**config.mk**
```make
export PLATFORM = sky130hd
export DESIGN_NAME = lcc_cluster
export DESIGN_NICKNAME = d
export VERILOG_FILES = /design/src/core/lcc_pkg.sv /design/src/core/lcc_cell.sv /design/src/core/lcc_cluster.sv
export SDC_FILE = /design/constraint.sdc
export NUM_CORES = 1
export LEC_CHECK = 0
export ABC_AREA = 1
export BUFFER_PORTS_ARGS = -buffer_cell sky130_fd_sc_hd__buf_2
export CAP_MARGIN = 10
export CORE_UTILIZATION = 49
export DETAILED_ROUTE_END_ITERATION = 12
export PLACE_DENSITY = 0.81
export SETUP_SLACK_MARGIN = 0.1
export SYNTH_ARGS = -nofsm -noshare
export SYNTH_HDL_FRONTEND = slang
export SYNTH_HIERARCHICAL = 1
export SYNTH_SLANG_ARGS = --single-unit
```
**constraint.sdc**
```tcl
create_clock -name clock -period 8.1 [get_ports clock]
set_input_delay 0.81 -clock clock [delete_from_list [all_inputs] [get_ports clock]]
set_output_delay 0.81 -clock clock [all_outputs]
set_load 0.01 [all_outputs]
```
**src/core/lcc_pkg.sv**
```systemverilog
`default_nettype none
package lcc_pkg;
	// ----------------------------------------
	// cluster geometry
	// ----------------------------------------
	localparam int CELLS         = 10;
	localparam int ROW_CLOCKS    = 6;
	localparam int MAX_CTRL      = 10;
	localparam int FANOUT_MAX    = 30;
	localparam int GLOBAL_LINES  = 8;
	localparam int PIN_REGS      = 3;
	localparam int RAM_BITS      = 4608;
	localparam int RAM_WIDTH_MAX = 36;
	// ----------------------------------------
	// local routing field positions
	// ----------------------------------------
	localparam int LR_CLK1       = 0;
	localparam int LR_CLK2       = 1;
	localparam int LR_ENA1       = 2;
	localparam int LR_ENA2       = 3;
	localparam int LR_ACLR1      = 4;
	localparam int LR_ACLR2      = 5;
	localparam int LR_SCLR       = 6;
	localparam int LR_ALOAD      = 7;
	localparam int LR_SLOAD      = 8;
	localparam int LR_ADDNSUB    = 9;
	localparam int LR_W          = 10;
	// ----------------------------------------
	// reset values
	// ----------------------------------------
	localparam logic RST_REG     = 1'b0;
endpackage : lcc_pkg
`default_nettype wire

```
**src/core/lcc_cell.sv**
```systemverilog
`timescale 1ns/1ps
`default_nettype none
module lcc_cell (
	// clock and reset
	input  wire logic clock,
	input  wire logic sys_rst,
	// cluster controls
	input  wire logic ena,
	input  wire logic aclr,
	input  wire logic aload,
	input  wire logic sclr,
	input  wire logic sload,
	input  wire logic addnsub,
	input  wire logic first_cell,
	// data
	input  wire logic data_a,
	input  wire logic data_b,
	input  wire logic aload_data,
	input  wire logic carry_in,
	input  wire logic chain_reg_in,
	input  wire logic reg_chain_sel,
	// results
	output var  logic lut_out,
	output var  logic carry_out,
	output var  logic reg_out
);
	import lcc_pkg::*;

	logic b_eff;
	logic cin_eff;
	logic d_in;
	logic reg_q;
	logic reg_d;

	// ----------------------------------------
	// dynamic add or subtract
	// ----------------------------------------
	assign b_eff     = data_b ^ ~addnsub;
	assign cin_eff   = first_cell ? ~addnsub : carry_in;
	assign lut_out   = data_a ^ b_eff ^ cin_eff;
	assign carry_out = (data_a & b_eff) | (cin_eff & (data_a ^ b_eff));
	assign d_in      = reg_chain_sel ? chain_reg_in : lut_out;

	// ----------------------------------------
	// register: async controls modelled synchronously
	// ----------------------------------------
	// fabric clears are sampled on clock; true async would need a second clock tree
	assign reg_d = aclr  ? 1'b0 :
	               aload ? aload_data :
	               sclr  ? 1'b0 :
	               sload ? data_a :
	               ena   ? d_in : reg_q;

	always_ff @(posedge clock) begin
		if (sys_rst) begin
			reg_q <= RST_REG;
		end else begin
			reg_q <= reg_d;
		end
	end
	assign reg_out = reg_q;
endmodule : lcc_cell
`default_nettype wire

```
**src/core/lcc_cluster.sv**
```systemverilog
`timescale 1ns/1ps
`default_nettype none
module lcc_cluster #(
	parameter int N_CELLS = lcc_pkg::CELLS
) (
	// clock and reset
	input  wire logic                          clock,
	input  wire logic                          sys_rst,
	// row clocks and local routing
	input  wire logic [lcc_pkg::ROW_CLOCKS-1:0] row_clocks,
	input  wire logic [lcc_pkg::LR_W-1:0]      local_route,
	input  wire logic [9:0]                    row_sel,
	// per cell configuration
	input  wire logic [N_CELLS-1:0]            cell_clk_sel,
	input  wire logic [N_CELLS-1:0]            cell_aclr_sel,
	input  wire logic [N_CELLS-1:0]            reg_chain_sel,
	input  wire logic [N_CELLS-1:0]            lut_chain_sel,
	// data
	input  wire logic [N_CELLS-1:0]            data_a,
	input  wire logic [N_CELLS-1:0]            data_b,
	input  wire logic [N_CELLS-1:0]            aload_data,
	input  wire logic                          chain_reg_in,
	// results
	output var  logic [N_CELLS-1:0]            lut_q,
	output var  logic [N_CELLS-1:0]            reg_q,
	output var  logic                          carry_q,
	output var  logic                          sub_mode_q,
	output var  logic [3:0]                    ctrl_used_q,
	output var  logic                          ctrl_over_q,
	output var  logic                          edge_q
);
	import lcc_pkg::*;

	// ----------------------------------------
	// control signal generation
	// ----------------------------------------
	logic [LR_W-1:0]       row_s1_q;
	logic [LR_W-1:0]       row_s2_q;
	logic [LR_W-1:0]       ctrl;
	logic [N_CELLS-1:0]    carry;
	logic [N_CELLS-1:0]    lut_raw;
	logic [N_CELLS-1:0]    lut_mix;
	logic [N_CELLS-1:0]    reg_raw;
	logic [N_CELLS-1:0]    chain_in;
	logic [3:0]            used_cnt;
	logic [N_CELLS-1:0]    sel_ena;
	logic [N_CELLS-1:0]    sel_aclr;
	logic                  clk1_q;
	logic                  clk1_rise;
	logic                  clk1_fall;

	// row clocks come from another domain, so two stages first
	always_ff @(posedge clock) begin
		if (sys_rst) begin
			row_s1_q <= '0;
			row_s2_q <= '0;
		end else begin
			row_s1_q <= {{(LR_W-ROW_CLOCKS){1'b0}}, row_clocks};
			row_s2_q <= row_s1_q;
		end
	end

	// each control picks a row clock or local routing
	function automatic logic pick(input logic [LR_W-1:0] rows, input logic [LR_W-1:0] loc,
	                              input logic sel, input int idx);
		pick = sel ? rows[idx % ROW_CLOCKS] : loc[idx];
	endfunction : pick

	genvar g;
	generate
		for (g = 0; g < LR_W; g++) begin : g_ctrl
			assign ctrl[g] = pick(row_s2_q, local_route, row_sel[g], g);
		end
	endgenerate

	// count controls in use; limited by construction to ten wires
	function automatic logic [3:0] popc(input logic [LR_W-1:0] v);
		popc = 4'h0;
		for (int i = 0; i < LR_W; i++) popc = popc + {3'b000, v[i]};
	endfunction : popc
	assign used_cnt = popc(ctrl);

	// clock one as data: rising edge to its half, falling edge to clock two
	assign clk1_rise = ctrl[LR_CLK1] & ~clk1_q;
	assign clk1_fall = ~ctrl[LR_CLK1] & clk1_q;

	// ----------------------------------------
	// cells
	// ----------------------------------------
	// pairing is fixed: a cell on clock one sees only enable one
	assign sel_ena  = cell_clk_sel & {N_CELLS{ctrl[LR_ENA2] & (ctrl[LR_CLK2] | clk1_fall)}}
	                | ~cell_clk_sel & {N_CELLS{ctrl[LR_ENA1] & (ctrl[LR_CLK1] | clk1_rise)}};
	assign sel_aclr = cell_aclr_sel & {N_CELLS{ctrl[LR_ACLR2]}}
	                | ~cell_aclr_sel & {N_CELLS{ctrl[LR_ACLR1]}};

	assign chain_in = {reg_raw[N_CELLS-2:0], chain_reg_in};

	generate
		for (g = 0; g < N_CELLS; g++) begin : g_cell
			lcc_cell i_lcc_cell (
				.clock         (clock),
				.sys_rst       (sys_rst),
				.ena           (sel_ena[g]),
				.aclr          (sel_aclr[g]),
				.aload         (ctrl[LR_ALOAD]),
				.sclr          (ctrl[LR_SCLR]),
				.sload         (ctrl[LR_SLOAD]),
				.addnsub       (ctrl[LR_ADDNSUB]),
				.first_cell    (g == 0),
				.data_a        (data_a[g]),
				.data_b        (data_b[g]),
				.aload_data    (aload_data[g]),
				.carry_in      (g == 0 ? 1'b0 : carry[(g == 0) ? 0 : g-1]),
				.chain_reg_in  (chain_in[g]),
				.reg_chain_sel (reg_chain_sel[g]),
				.lut_out       (lut_raw[g]),
				.carry_out     (carry[g]),
				.reg_out       (reg_raw[g])
			);
		end
	endgenerate

	// lookup chain: each cell above cell 0 may pass on its neighbour's output combined with its own
	assign lut_mix[0] = lut_raw[0];
	generate
		for (g = 1; g < N_CELLS; g++) begin : g_lchain
			assign lut_mix[g] = lut_chain_sel[g] ? (lut_raw[g] ^ lut_mix[g-1]) : lut_raw[g];
		end
	endgenerate

	// ----------------------------------------
	// output registers
	// ----------------------------------------
	// registered to keep outputs clean; adds one cycle of latency to every result
	always_ff @(posedge clock) begin
		if (sys_rst) begin
			lut_q       <= '0;
			reg_q       <= '0;
			carry_q     <= 1'b0;
			sub_mode_q  <= 1'b0;
			ctrl_used_q <= 4'h0;
			ctrl_over_q <= 1'b0;
			clk1_q      <= 1'b0;
			edge_q      <= 1'b0;
		end else begin
			lut_q       <= lut_mix;
			reg_q       <= reg_raw;
			carry_q     <= carry[N_CELLS-1];
			sub_mode_q  <= ~ctrl[LR_ADDNSUB];
			ctrl_used_q <= used_cnt;
			ctrl_over_q <= (used_cnt > 4'(MAX_CTRL));
			clk1_q      <= ctrl[LR_CLK1];
			edge_q      <= clk1_rise | clk1_fall;
		end
	end
endmodule : lcc_cluster
`default_nettype wire

```
Word-level counts from Yosys, hierarchy flattened
Index checks and enable logic that the tools add are counted.
{"block": "totals", "register_bits": 51, "latch_bits": 0, "ram_bits": 0, "rom_bits": 0, "in_bits": 99, "out_inout_bits": 28, "mem_count": 0}
{"block": "op_classes", "add_sub_neg": 9, "n_mul": 0, "div_mod_pow": 0, "n_lt_le_gt_ge": 1, "eq_ne": 0, "n_shift": 0, "mux": 69, "bitwise": 87, "reduce_logical": 20}
{"cell": "$mux 1", "n": 69}
{"cell": "$and 10x10->10", "n": 4}
{"cell": "$reduce_bool 4->1", "n": 10}
{"cell": "$xor 1x1->1", "n": 39}
{"cell": "$add 4x1->4", "n": 6}
{"cell": "$and 1x1->1", "n": 24}
{"cell": "$not 10->10", "n": 2}
{"cell": "$or 10x10->10", "n": 2}
{"cell": "$reduce_or 2->1", "n": 10}
{"cell": "$or 1x1->1", "n": 13}
{"cell": "$add 3x1->4", "n": 1}
{"cell": "$gt 4x4->1 const B", "n": 1}
{"cell": "$add 2x1->3", "n": 1}
{"cell": "$not 1->1", "n": 3}
{"cell": "$add 1x1->2", "n": 1}

Logic depth before layout (Yosys ltp)
Gate-level depths: netlist of run 1.
{"block": "logic_depth", "word_depth": 28, "ltp_mapped": 36, "ltp_nobuf": 36}

Cells and area by module
Netlist of run 1, hierarchy kept.
{"mod": "lcc_cluster", "n_inst": 1, "cells_per_inst": 243, "area_each_um2": 1854.3, "seq_area_each_um2": 820.8}
{"mod": "lcc_cell", "n_inst": 10, "cells_per_inst": 20, "area_each_um2": 131.4, "seq_area_each_um2": 20.0}

Least setup slack after synthesis of run 1
No wires, ideal clock.
{"block": "synth_timing", "path_kind": "input to register", "from": "in row_sel[9]", "to": "reg g_cell[9].i_lcc_cell.reg_q", "setup_ns": 0.066, "t_arrival_ns": 6.954, "setup_slack_ns": 1.080, "stages": 36, "path_cell_list": "mux2_2 > xnor2_1 > fa_1 > nor2_1 > a21oi_1 > fa_1 > nor2_1 > a21oi_1 > fa_1 > nor2_1 > a21oi_1 > fa_1 > nor2_1 > a21oi_1 > fa_1 > nor2_1 > a21oi_1 > fa_1 > nor2_1 > a21oi_1 > fa_1 > nor2_1 > a21oi_1 > fa_1 > nor2_1 > a21oi_1 > fa_1 > nor2_1 > a21oi_1 > fa_1 > nand2_1 > nand3_1 > nand2_1 > nand2_1 > nand2_1 > a21oi_2"}
{"block": "synth_via", "elab_chain_cells": 28, "word_cells_on_any_way": 55}
{"item": "start: declaration", "line_no": "lcc_cluster.sv:12", "text": "input wire logic [9:0] row_sel,"}
{"item": "$mux 1 *", "line_no": "lcc_cluster.sv:66", "text": "pick = sel ? rows[idx % ROW_CLOCKS] : loc[idx];"}
{"item": "$not 1->1 *"}
{"item": "$xor 1x1->1", "line_no": "lcc_cell.sv:38", "text": "assign b_eff = data_b ^ ~addnsub;"}
{"item": "$xor 1x1->1", "line_no": "lcc_cell.sv:41", "text": "assign carry_out = (data_a & b_eff) | (cin_eff & (data_a ^ b_eff));"}
{"item": "$and 1x1->1", "line_no": "lcc_cell.sv:41"}
{"item": "$or 1x1->1 *", "line_no": "lcc_cell.sv:41"}
{"item": "via carry[0]", "line_no": "lcc_cluster.sv:40", "text": "logic [N_CELLS-1:0] carry;"}
{"item": "$and 1x1->1 *", "line_no": "lcc_cell.sv:41"}
{"item": "[1 not listed]"}
{"item": "via carry[1]", "line_no": "lcc_cluster.sv:40"}
{"item": "[2 not listed]"}
{"item": "via carry[2]", "line_no": "lcc_cluster.sv:40"}
{"item": "[2 not listed]"}
{"item": "via carry[3]", "line_no": "lcc_cluster.sv:40"}
{"item": "[2 not listed]"}
{"item": "via carry[4]", "line_no": "lcc_cluster.sv:40"}
{"item": "[2 not listed]"}
{"item": "via carry[5]", "line_no": "lcc_cluster.sv:40"}
{"item": "[2 not listed]"}
{"item": "via carry[6]", "line_no": "lcc_cluster.sv:40"}
{"item": "[2 not listed]"}
{"item": "via carry[7]", "line_no": "lcc_cluster.sv:40"}
{"item": "[2 not listed]"}
{"item": "via carry[8]", "line_no": "lcc_cluster.sv:40"}
{"item": "$xor 1x1->1 *", "line_no": "lcc_cell.sv:40", "text": "assign lut_out = data_a ^ b_eff ^ cin_eff;"}
{"item": "via lut_raw[9]", "line_no": "lcc_cluster.sv:41", "text": "logic [N_CELLS-1:0] lut_raw;"}
{"item": "$mux 1 *", "line_no": "lcc_cell.sv:42", "text": "assign d_in = reg_chain_sel ? chain_reg_in : lut_out;"}
{"item": "$mux 1 *", "line_no": "lcc_cell.sv:52", "text": "ena ? d_in : reg_q;"}
{"item": "$mux 1 *", "line_no": "lcc_cell.sv:51", "text": "sload ? data_a :"}
{"item": "$mux 1 *", "line_no": "lcc_cell.sv:50", "text": "sclr ? 1'b0 :"}
{"item": "$mux 1 *", "line_no": "lcc_cell.sv:49", "text": "aload ? aload_data :"}
{"item": "end signal: assignment", "line_no": "lcc_cell.sv:58", "text": "reg_q <= reg_d;"}
{"item": "end: declaration", "line_no": "lcc_cell.sv:32", "text": "logic reg_q;"}
The timed path passes the listed nets; every way through them passes the cells marked *. The select of a mux whose other input is x is not followed.
A chain may end at the register's enable or synchronous reset.

Worst setup path after layout of run 1
{"block": "layout_timing", "from": "in row_sel[9]", "to": "reg g_cell[9].i_lcc_cell.reg_q"}
{"block": "layout_via", "elab_chain_cells": 28, "word_cells_on_any_way": 55}
{"item": "$mux 1 *", "line_no": "lcc_cluster.sv:66"}
{"item": "via ctrl[9]", "line_no": "lcc_cluster.sv:39", "text": "logic [LR_W-1:0] ctrl;"}
{"item": "$not 1->1 *"}
{"item": "$xor 1x1->1", "line_no": "lcc_cell.sv:38"}
{"item": "$xor 1x1->1", "line_no": "lcc_cell.sv:41"}
{"item": "$and 1x1->1", "line_no": "lcc_cell.sv:41"}
{"item": "$or 1x1->1 *", "line_no": "lcc_cell.sv:41"}
{"item": "via carry[0]", "line_no": "lcc_cluster.sv:40"}
{"item": "[2 not listed]"}
{"item": "via carry[1]", "line_no": "lcc_cluster.sv:40"}
{"item": "[2 not listed]"}
{"item": "via carry[2]", "line_no": "lcc_cluster.sv:40"}
{"item": "[2 not listed]"}
{"item": "via carry[3]", "line_no": "lcc_cluster.sv:40"}
{"item": "[2 not listed]"}
{"item": "via carry[4]", "line_no": "lcc_cluster.sv:40"}
{"item": "[2 not listed]"}
{"item": "via carry[5]", "line_no": "lcc_cluster.sv:40"}
{"item": "[2 not listed]"}
{"item": "via carry[6]", "line_no": "lcc_cluster.sv:40"}
{"item": "[2 not listed]"}
{"item": "via carry[7]", "line_no": "lcc_cluster.sv:40"}
{"item": "[2 not listed]"}
{"item": "via carry[8]", "line_no": "lcc_cluster.sv:40"}
{"item": "$xor 1x1->1 *", "line_no": "lcc_cell.sv:40"}
{"item": "via lut_raw[9]", "line_no": "lcc_cluster.sv:41"}
{"item": "$mux 1 *", "line_no": "lcc_cell.sv:42"}
{"item": "$mux 1 *", "line_no": "lcc_cell.sv:52"}
{"item": "$mux 1 *", "line_no": "lcc_cell.sv:51"}
{"item": "$mux 1 *", "line_no": "lcc_cell.sv:50"}
{"item": "$mux 1 *", "line_no": "lcc_cell.sv:49"}
Marked as above.

==> flow_summary.yaml, run 1 <==
timing:
  worst_pin_slew_ps: 912
  timing.final.crit_share_pct: 88.2
  max_freq_mhz: 140
  fin_worst_skew_ps: 6.14
  rsz0062_at_grt: "false"
  fin_ws_ps: 956
  hold-worst-slack_ps: 407
  fin_tns_setup_ps: 0
  setup_viol: 0
  period_minus_slack_ps: 7140
  slew_headroom_pct: 39.2
  hold_viol_final: 0
  drv_slew: 0
drt:
  drc: 0
  firstDrtPassIters: 4
  post_drt_wl_per_cell_microns: 11.7
  via_count: 3118
  drt_iter0_drc: 101
  final_antenna_net_count: 0
  via_per_inst: 4.67
  wirelength_microns: 7770
clock_tree:
  clockBufferDepth: 2
  clock-sinks: 51
  cts_made_buffers: 5
  hold_buffers: 0
  ctsResizeCount: 0
  cts_setup_buffers: 0
  clock_latency_ps: 300
  root_buffer: "clkbuf_8"
  htree_levels: 2
  path_clk_slew_ps: 100
  cts_tree: "yes"
floorplanning:
  die_h_microns: 82.4
  fp-row-count: 28
  start_util_pct: 52.3
  dieArea_sq_um: 6790
  coreArea_sq_um: 6060
  die_x_microns: 82.4
  num_io_pins: 127
global_routing:
  gr-usage-all-layers_pct: 24.3
  grt_pass1_wl_microns: 12400
  antenna_found_initial: 0
  grt-ovfl-total: 0
  grt_max_degree: 50
  grt_pass1_vias: 2996
placement:
  dp_slack_ps: 667
  io_buffer_count: 125
  hpwl_microns: 5950
  globalplace.congestion: 0.815
cells_and_area:
  drive_above_1_share_pct: 29.9
  n_antenna_cell: 0
  final_nets: 709
  syn_to_final_growth_pct: 29.3
  nFillCells: 547
yosys:
  synth_area_sq_um: 3170
  netlist_instances: 443
  synth_seq_cells: 51
  yosysWarnings: 6
  synth-seq-area-share_pct: 32.2
  synth_cell_types: 21
  syn_avg_cell_area_sq_um: 7.15
setup_path:
  cp.arrival_ps: 7390
  max_stage_delay_ps: 560
  crit_path_top_delay_cell: "fa_1"
  crit_path_max_fanout: 21
  path_class: "input port to flip-flop"
  startpoint_type: "input port"
  cp.required_ps: 8350
  crit_path_end_kind: "flip-flop"
job:
  cap_violations: 0
power_and_ir_drop:
  power_uw: 778
  cellPowerDensity_nw_per_um2: 190
  peakVddDrop_uv: 154
  p_leak_nw: 2.11
min_path:
  hold_path.class: "flip-flop to flip-flop"
status:
  outcome: "finished clean"
[final cells by class]
| class | instances | area (sq um) | share of cell area [%] |
|---|---|---|---|
| multi-input combinational | 327 | 1910 | 46.6 |
| inverter | 78 | 293 | 7.15 |
| timing repair buffer | 128 | 648 | 15.8 |
| clock inverter | 2 | 60.1 | 1.47 |
| clock buffer | 6 | 72.6 | 1.77 |
| sequential | 51 | 1020 | 24.9 |
| tap | 75 | 93.8 | 2.29 |
[critical path, delay by kind of cell]
kind,cells,cell delay (ps)
muxes,1,250
AOI/OAI and AO/OA,11,790
adders and majority gates,10,3970
buffers and inverters,2,400
and+or+nand+nor,14,1180
[synthesized netlist by cell type]
| master | instances | area (sq um) |
|---|---|---|
| fa_1 | 16 | 320 |
| mux2_2 | 7 | 78.8 |
| nand3_1 | 17 | 85.1 |
| nor2_4 | 10 | 113 |
| inv_1 | 76 | 285 |
| nor2_1 | 65 | 244 |
| or2_0 | 10 | 62.6 |
| nand2_2 | 10 | 62.6 |
| nor2_2 | 1 | 6.26 |
| a21oi_2 | 10 | 87.6 |
| o21ai_0 | 33 | 165 |
| dfxtp_1 | 51 | 1020 |
| nand3_2 | 2 | 20.0 |
| ha_1 | 3 | 37.5 |
| clkinv_1 | 2 | 7.51 |
| nand2_1 | 89 | 334 |
| xnor2_1 | 11 | 96.3 |
| clkbuf_1 | 6 | 22.5 |
| or2_2 | 1 | 6.26 |
| a21oi_1 | 21 | 105 |
| conb_1 | 2 | 7.51 |
[cell usage in the layout (no fill, tap or decap), drive strengths merged]
master    n
a21oi    31
buf     128
bufinv    2
clkbuf    6
clkinv    2
conb     21
dfxtp    51
fa       16
ha        3
inv      76
mux2      7
nand2    99
nand3    19
nor2     76
o21ai    33
or2      11
xnor2    11
[routing by layer]
metal  up-vias  wire (microns)  track usage (%)  part of all wire, %
li1       1614               -                -                    -
met1      1402            3360             28.2                   43
met2        98            3790             44.8                   49
met3         4             576             5.49                  7.4
met4         0              46             5.61                 0.59
met5         -               0                0                    0
[logic make-up (layout without fill, tap and decap cells)]
logic type	Yosys count	in the layout	synth area share [%]
mux	7	7	2.49
buf+inv	84	214	9.95
flops	51	51	32.2
other cells	2	21	0.237
fa+ha+maj	19	19	11.3
xor+xnor	11	11	3.04
simple gates	205	205	29.5
compound gates	64	64	11.3
[state kept, by name (all words and copies together), names as in the netlist]
signal and flops:
edge_q 1, g_cell.i_lcc_cell/reg_out 10, clk1_q 1, lut_q 10, row_s1_q 6, ctrl_over_q 1
row_s2_q 6, sub_mode_q 1, reg_q 10, carry_q 1, ctrl_used_q 4
[final timing paths]
kind	startpoint	end	slack (ps)	depth (start not counted)
worst min-delay path	row_s1_q[0]	row_s2_q[0]	410	2
worst min register to register	row_s1_q[0]	row_s2_q[0]	410	2
worst max register to register	row_s2_q[3]	g_cell[9].i_lcc_cell/reg_out	1300	37
worst max-delay path	row_sel[9]	g_cell[9].i_lcc_cell/reg_out	960	38
[stage by stage]
stage | util (%) | std cells | area [sq um]
3_3_place_gp | 65.4 | 659 | 3960
2_1_floorplan | - | 462 | 3240
5_1_grt | 67.6 | 667 | 4100
4_1_cts | 67.6 | 667 | 4100
3_5_place_dp | 65.4 | 659 | 3960
6_report | 67.6 | 667 | 4100
[power by group]
group          internal, mW  leakage (nW)  switching (mW)
Combinational         0.119          1.63           0.160
Sequential            0.279         0.421         0.00840
Clock                 0.124        0.0654          0.0874
Total                 0.522          2.11           0.256
No activity file was read; power rests on OpenSTA's default activity.
==> run 2: changes to the inputs <==
--- a/config.mk
+++ b/config.mk
@@ -8,11 +8,11 @@
 export ABC_AREA = 1
 export BUFFER_PORTS_ARGS = -buffer_cell sky130_fd_sc_hd__buf_2
 export CAP_MARGIN = 10
-export CORE_UTILIZATION = 49
+export CORE_MARGIN = 2
+export CORE_UTILIZATION = 47
 export DETAILED_ROUTE_END_ITERATION = 12
-export PLACE_DENSITY = 0.81
+export PLACE_DENSITY = 0.8
 export SETUP_SLACK_MARGIN = 0.1
 export SYNTH_ARGS = -nofsm -noshare
 export SYNTH_HDL_FRONTEND = slang
-export SYNTH_HIERARCHICAL = 1
 export SYNTH_SLANG_ARGS = --single-unit
==> run 2 against run 1 <==
- power fell by 3.3%
- largest cell class unchanged
- largest power group unchanged
- register-to-register slack better by 2100 ps
- sequential power barely moved
- wire length shrank 1.4%
- synthesized cell count fell by 17%
- fmax rose by 44%
- critical path type unchanged
- design area decreased by 11%
==> flow_summary.yaml, run 2 <==
power_and_ir_drop:
  power_uw: 752
  cellPowerDensity_nw_per_um2: 207
  peakVddDrop_uv: 103
  p_leak_nw: 1.86
yosys:
  netlist_instances: 367
  syn_nets: 485
  synth_area_sq_um: 2820
  syn_avg_cell_area_sq_um: 7.67
  synth_fa_ha_area_share_pct: 12.4
  synth_edf_count: 0
  synth_top_area_share_pct: 36.3
  synth-seq-area-share_pct: 36.3
  synth.most_common_cell: "inv_1"
  synth_top_area_cell: "dfxtp_1"
  muxShareOfSynthArea_pct: 1.07
  synth_xor_area_share_pct: 3.11
  synth_top_family_by_area: "simple AND/OR/NAND/NOR gates"
  synth_ff_type: "dfxtp_1"
  synth_cell_types: 29
  synthSimpleGateAreaFrac_pct: 19.2
  synth-compound-area-share_pct: 17.5
  netlist_top_cells_area: "dfxtp_1, fa_1, inv_1, nor2_1, nand2_1"
  ys_async_sr_fraction_pct: 0
  synth_seq_cells: 51
  ys_top_cells_by_count: "inv_1, dfxtp_1, nor2_1, nand2_1, a21oi_1"
  yosysWarnings: 0
clock_tree:
  clockBufferDepth: 2
  cts_setup_buffers: 0
  root_buffer: "clkbuf_8"
  htree_levels: 2
  cts_made_buffers: 5
  cts_tree: "yes"
  clock_latency_ps: 310
  hold_buffers: 0
  path_clk_slew_ps: 90
  ctsResizeCount: 0
  clock-sinks: 51
setup_path:
  reg2regPathDepth: 25
  startpoint_type: "input port"
  r2r_start: "row_s2_q[3]"
  worstSetupStartpoint: "row_sel[9]"
  cp.arrival_ps: 5180
  regToRegEndpoint: "g_cell[9].i_lcc_cell.reg_out"
  path_class: "input port to flip-flop"
  cp.required_ps: 8330
  crit_path_end_kind: "flip-flop"
  crit_path_max_fanout: 12
  r2r_slack_ps: 3400
floorplanning:
  num_io_pins: 127
  coreArea_sq_um: 5850
  start_util_pct: 48.1
  fp-row-count: 28
  die_x_microns: 81.4
  die_h_microns: 81.4
  dieArea_sq_um: 6630
timing:
  period_minus_slack_ps: 4950
  drv_slew: 0
  worst_pin_slew_ps: 972
  slew_headroom_pct: 33.4
  hold_viol_final: 0
  max_freq_mhz: 202
  fin_worst_skew_ps: 9.60
  setup_viol: 0
  timing.final.crit_share_pct: 61.1
  rsz0062_at_grt: "false"
  hold-worst-slack_ps: 412
  fin_ws_ps: 3150
  fin_tns_setup_ps: 0
global_routing:
  grt_pass1_vias: 2712
  grt-ovfl-total: 0
  gr-usage-all-layers_pct: 23.9
  grt_max_degree: 50
  antenna_found_initial: 0
  grt_pass1_wl_microns: 12000
placement:
  globalplace.congestion: 0.885
  dp.cells: 560
  hpwl_microns: 5870
  dp_slack_ps: 2880
  io_buffer_count: 125
cells_and_area:
  final_nets: 610
  drive_above_1_share_pct: 30.4
  n_antenna_cell: 0
  stdcell_count: 568
  syn_to_final_growth_pct: 29.0
  final_common_cell: "buf_2"
  layout_common_cells: "buf_2, inv_1, dfxtp_1"
drt:
  final_antenna_net_count: 0
  firstDrtPassIters: 5
  via_per_inst: 5.05
  drt_iter0_drc: 211
  via_count: 2869
  drc: 0
  wirelength_microns: 7660
  post_drt_wl_per_cell_microns: 13.5
min_path:
  worstHoldEndpoint: "row_s2_q[5]"
  hp-start: "row_s1_q[5]"
  min_delay_path_depth: 2
  hold_path.class: "flip-flop to flip-flop"
status:
  outcome: "finished clean"
job:
  cap_violations: 0
[run 2: worst max-delay path by stage]
stage	slack, ps	end	cells past startpoint
after floorplan	3040	g_cell[9].i_lcc_cell.reg_out	23
after global placement	2930	g_cell[9].i_lcc_cell.reg_out	24
after detailed placement	2880	g_cell[9].i_lcc_cell.reg_out	24
after CTS	3180	g_cell[9].i_lcc_cell.reg_out	24
after global routing	2900	g_cell[9].i_lcc_cell.reg_out	25
final	3150	g_cell[9].i_lcc_cell.reg_out	25
[run 2: cell families (layout without fill, tap and decap cells)]
kind of cell	after synthesis	count (layout)
AND/OR/NAND/NOR	127	127
AO/OA/AOI/OAI	79	79
buffers and inverters	78	204
flip-flops	51	51
adder cells (fa/ha/maj)	19	19
XOR/XNOR	10	10
multiplexers	3	3
[run 2: final cells by class]
type / instances / area (sq um)
multi-input cells: 238 / 1500
inverters: 69 / 259
flip-flops and latches: 51 / 1020
well taps: 75 / 93.8
clock inverters: 2 / 35.0
fillers: 534 / 2220
repair buffers: 127 / 641
clock buffers: 6 / 82.6
[run 2: routing by layer]
layer	GRT usage, %	wire, microns	up-vias
li1	-	-	1429
met4	6.44	81	0
met2	43.0	3860	115
met3	4.95	623	7
met5	0	0	-
met1	28.9	3100	1318
[run 2: worst max-delay path, stage by stage]
cell and delay, ps:
buf_2 110, nand2_1 60, o21ai_1 70, buf_4 210, a21boi_0 240, fa_1 210, inv_1 50, fa_1 370
inv_1 80, fa_1 160, inv_1 50, fa_1 360, inv_1 90, fa_1 160, inv_1 50, fa_1 360
inv_1 80, fa_1 150, inv_1 50, fa_1 390, fa_1 560, mux2i_1 100, a21oi_1 120, o21ai_0 120
a31oi_1 160
[run 2: through the flow]
stage | utilization (%) | instance area [sq um]
2_1_floorplan | - | 2820
3_3_place_gp | 60.1 | 3520
3_5_place_dp | 60.1 | 3520
4_1_cts | 62.1 | 3630
5_1_grt | 62.1 | 3630
6_report | 62.1 | 3630
[run 2: power breakdown]
| part | switching (mW) | internal [mW] |
|---|---|---|
| sequential | 0.00858 | 0.282 |
| combinational | 0.162 | 0.115 |
| clock | 0.0848 | 0.100 |
| total | 0.255 | 0.497 |
==> run 3: changes to the inputs <==
--- a/config.mk
+++ b/config.mk
@@ -5,13 +5,13 @@
 export SDC_FILE = /design/constraint.sdc
 export NUM_CORES = 1
 export LEC_CHECK = 0
-export ABC_AREA = 1
+export ABC_AREA = 0
 export BUFFER_PORTS_ARGS = -buffer_cell sky130_fd_sc_hd__buf_2
 export CAP_MARGIN = 10
 export CORE_MARGIN = 2
-export CORE_UTILIZATION = 47
+export CORE_UTILIZATION = 49
 export DETAILED_ROUTE_END_ITERATION = 12
-export PLACE_DENSITY = 0.8
+export PLACE_DENSITY = 0.81
 export SETUP_SLACK_MARGIN = 0.1
 export SYNTH_ARGS = -nofsm -noshare
 export SYNTH_HDL_FRONTEND = slang
==> constraint.sdc (replaced) <==
create_clock -name clock -period 4.9 [get_ports clock]
set_input_delay 0.49 -clock clock [delete_from_list [all_inputs] [get_ports clock]]
set_output_delay 0.49 -clock clock [all_outputs]
set_load 0.01 [all_outputs]
==> run 3 against run 2 <==
- first-iteration DRC count down 52%
- non-clock buffer count up 5
- critical endpoint unchanged
- highest routed layer unchanged
- power up 67%
- worst hold slack worse by 22 ps
- largest cell class unchanged
- clock skew down 3.8 ps
- final cell count down 2.6%
==> flow_summary.yaml, run 3 <==
status:
  outcome: "finished clean"
timing:
  max_freq_mhz: 217
  period_minus_slack_ps: 4610
  fin_tns_setup_ps: 0
  setup_viol: 0
  rsz0062_at_grt: "true"
  slew_headroom_pct: 38.9
  fin_worst_skew_ps: 5.76
  worst_pin_slew_ps: 917
  timing.final.crit_share_pct: 94.1
  hold_viol_final: 0
  drv_slew: 0
clock_tree:
  htree_levels: 2
  path_clk_slew_ps: 90
  root_buffer: "clkbuf_8"
  cts_made_buffers: 5
  clock-sinks: 51
  clockBufferDepth: 2
  clock_latency_ps: 300
  cts_tree: "yes"
global_routing:
  antenna_found_initial: 0
  gr-usage-all-layers_pct: 22.1
  grt-ovfl-total: 0
  grt_pass1_vias: 2740
  grt_pass1_wl_microns: 12400
  grt_max_degree: 52
cells_and_area:
  syn_to_final_growth_pct: 26.2
  drive_above_1_share_pct: 33.7
  final_common_cell: "buf_2"
  layout_common_cells: "buf_2, nor2_1, dfxtp_1"
  final_nets: 596
  stdcell_area_sq_um: 3900
  n_antenna_cell: 0
placement:
  io_buffer_count: 125
  dpl-instance-area_sq_um: 3770
  hpwl_microns: 6020
  globalplace.congestion: 0.904
setup_path:
  startpoint_type: "input port"
  crit_path_top_delay_cell: "fa_1"
  crit_path_end_kind: "flip-flop"
  path_class: "input port to flip-flop"
  crit_path_max_fanout: 3
  r2r_slack_ps: 300
  regToRegEndpoint: "g_cell[9].i_lcc_cell.reg_out"
  r2r_start: "row_s2_q[3]"
  cp.arrival_ps: 4800
  max_stage_delay_ps: 580
  reg2regPathDepth: 22
  crit_chain: "buf_2 > mux2i_4 > xnor2_2 > fa_1 > inv_1 > fa_2 > inv_1 > fa_1 > inv_1 > fa_1 > inv_1 > fa_1 > inv_1 > fa_1 > inv_1 > fa_1 > inv_1 > fa_2 > fa_1 > mux2i_1 > a211oi_2 > a211oi_1 > a2111oi_0"
  cp.required_ps: 5090
drt:
  firstDrtPassIters: 4
  wirelength_microns: 7870
  via_count: 2887
  final_antenna_net_count: 0
  drc: 0
  post_drt_wl_per_cell_microns: 14.2
  drt_iter0_drc: 101
  via_per_inst: 5.22
yosys:
  synth_ff_type: "dfxtp_1"
  synth_top_area_cell: "dfxtp_1"
  yosysWarnings: 0
  synth_cell_types: 52
  synth_area_sq_um: 3090
  syn_nets: 473
  synth_seq_cells: 51
  synth.most_common_cell: "nor2_1"
  syn_avg_cell_area_sq_um: 8.71
  synth_edf_count: 0
  ys_top_cells_by_count: "nor2_1, dfxtp_1, inv_1, a21oi_1, nor2b_1"
  ys_async_sr_fraction_pct: 0
  synth-seq-area-share_pct: 33.0
  netlist_top_cells_area: "dfxtp_1, fa_1, nor2_1, nor2b_1, a211oi_1"
  netlist_instances: 355
  synth_top_area_share_pct: 33.0
floorplanning:
  num_io_pins: 127
  start_util_pct: 51.3
  die_x_microns: 83.5
  die_h_microns: 83.5
  fp-row-count: 28
  dieArea_sq_um: 6960
  coreArea_sq_um: 6030
power_and_ir_drop:
  power_mw: 1.26
  p_leak_nw: 1.85
  cellPowerDensity_nw_per_um2: 322
  peakVddDrop_uv: 162
job:
  cap_violations: 0
min_path:
  worstHoldEndpoint: "row_s1_q[2]"
  hp-start: "row_clocks[2]"
  hold_path.class: "input port to flip-flop"
  min_delay_path_depth: 2
## run 3: kinds of logic (layout without fill, tap and decap cells)
logic type / count (synthesis) / after routing / synth area share [%]
and+or+nand+nor: 129 / 129 / 21.9
adders and majority gates: 19 / 19 / 11.3
muxes: 21 / 21 / 7.28
DFF: 51 / 51 / 33.0
buffers and inverters: 47 / 170 / 6.67
xor gates and xnor gates: 18 / 18 / 5.10
AOI/OAI and AO/OA: 70 / 70 / 14.7
## run 3: how the worst max path moves through the flow
| stage | endpoint | from | slack [ps] | cells after the start |
|---|---|---|---|---|
| finish | g_cell[9].i_lcc_cell.reg_out | row_sel[9] | 290 | 23 |
| CTS | g_cell[9].i_lcc_cell.reg_out | row_s2_q[3] | 120 | 21 |
| global placement | g_cell[9].i_lcc_cell.reg_out | row_sel[9] | -50 | 23 |
| floorplan | g_cell[9].i_lcc_cell.reg_out | row_sel[9] | 100 | 23 |
| detailed placement | g_cell[9].i_lcc_cell.reg_out | row_sel[9] | -170 | 22 |
| global route | g_cell[9].i_lcc_cell.reg_out | row_sel[9] | 30 | 23 |
## run 3: cell type report
class,count,area (sq um)
multi-input combinational,257,1900
fill,529,2120
tap,75,93.8
clock buffer,6,82.6
sequential,51,1020
clock inverter,1,5.00
timing repair buffer,132,682
inverter,31,116
## run 3: report_power, final
part	internal [mW]	switching, mW	leakage, nW	total (mW)
clock	0.111	0.137	0.0470	0.248
combinational	0.253	0.275	1.38	0.527
sequential	0.467	0.0140	0.420	0.481
total	0.830	0.426	1.85	1.26
## run 3: critical path, delay by kind of cell
kind | cells | cell delay [ps]
adders and majority gates | 9 | 2650
AOI/OAI and AO/OA | 3 | 580
buffers and inverters | 8 | 540
muxes | 2 | 400
xor gates and xnor gates | 1 | 150
## run 3: what timing repair did
action | CTS | global route
gates resized for setup | 0 | 7
buffers inserted | 0 | 1
hold buffers | 0 | 0
setup endpoints to repair | 0 | 2
## run 3: layer usage
layer | track usage [%] | wire length (microns) | part of all wire, % | up-vias
li1 | - | - | - | 1450
met1 | 26.3 | 3290 | 42 | 1313
met2 | 39.1 | 3830 | 49 | 116
met3 | 5.93 | 665 | 8.4 | 8
met4 | 6.74 | 93 | 1.2 | 0
met5 | 0 | 0 | 0 | -
## run 3: metrics by stage
stage	worst slack (ps)	hold slack [ps]	instances	util (%)
2_1_floorplan	103	412	355	-
3_3_place_gp	-46.7	416	545	62.6
3_5_place_dp	-167	432	545	62.6
4_1_cts	124	385	552	64.1
5_1_grt	27.8	387	553	64.8
6_report	288	390	553	64.8
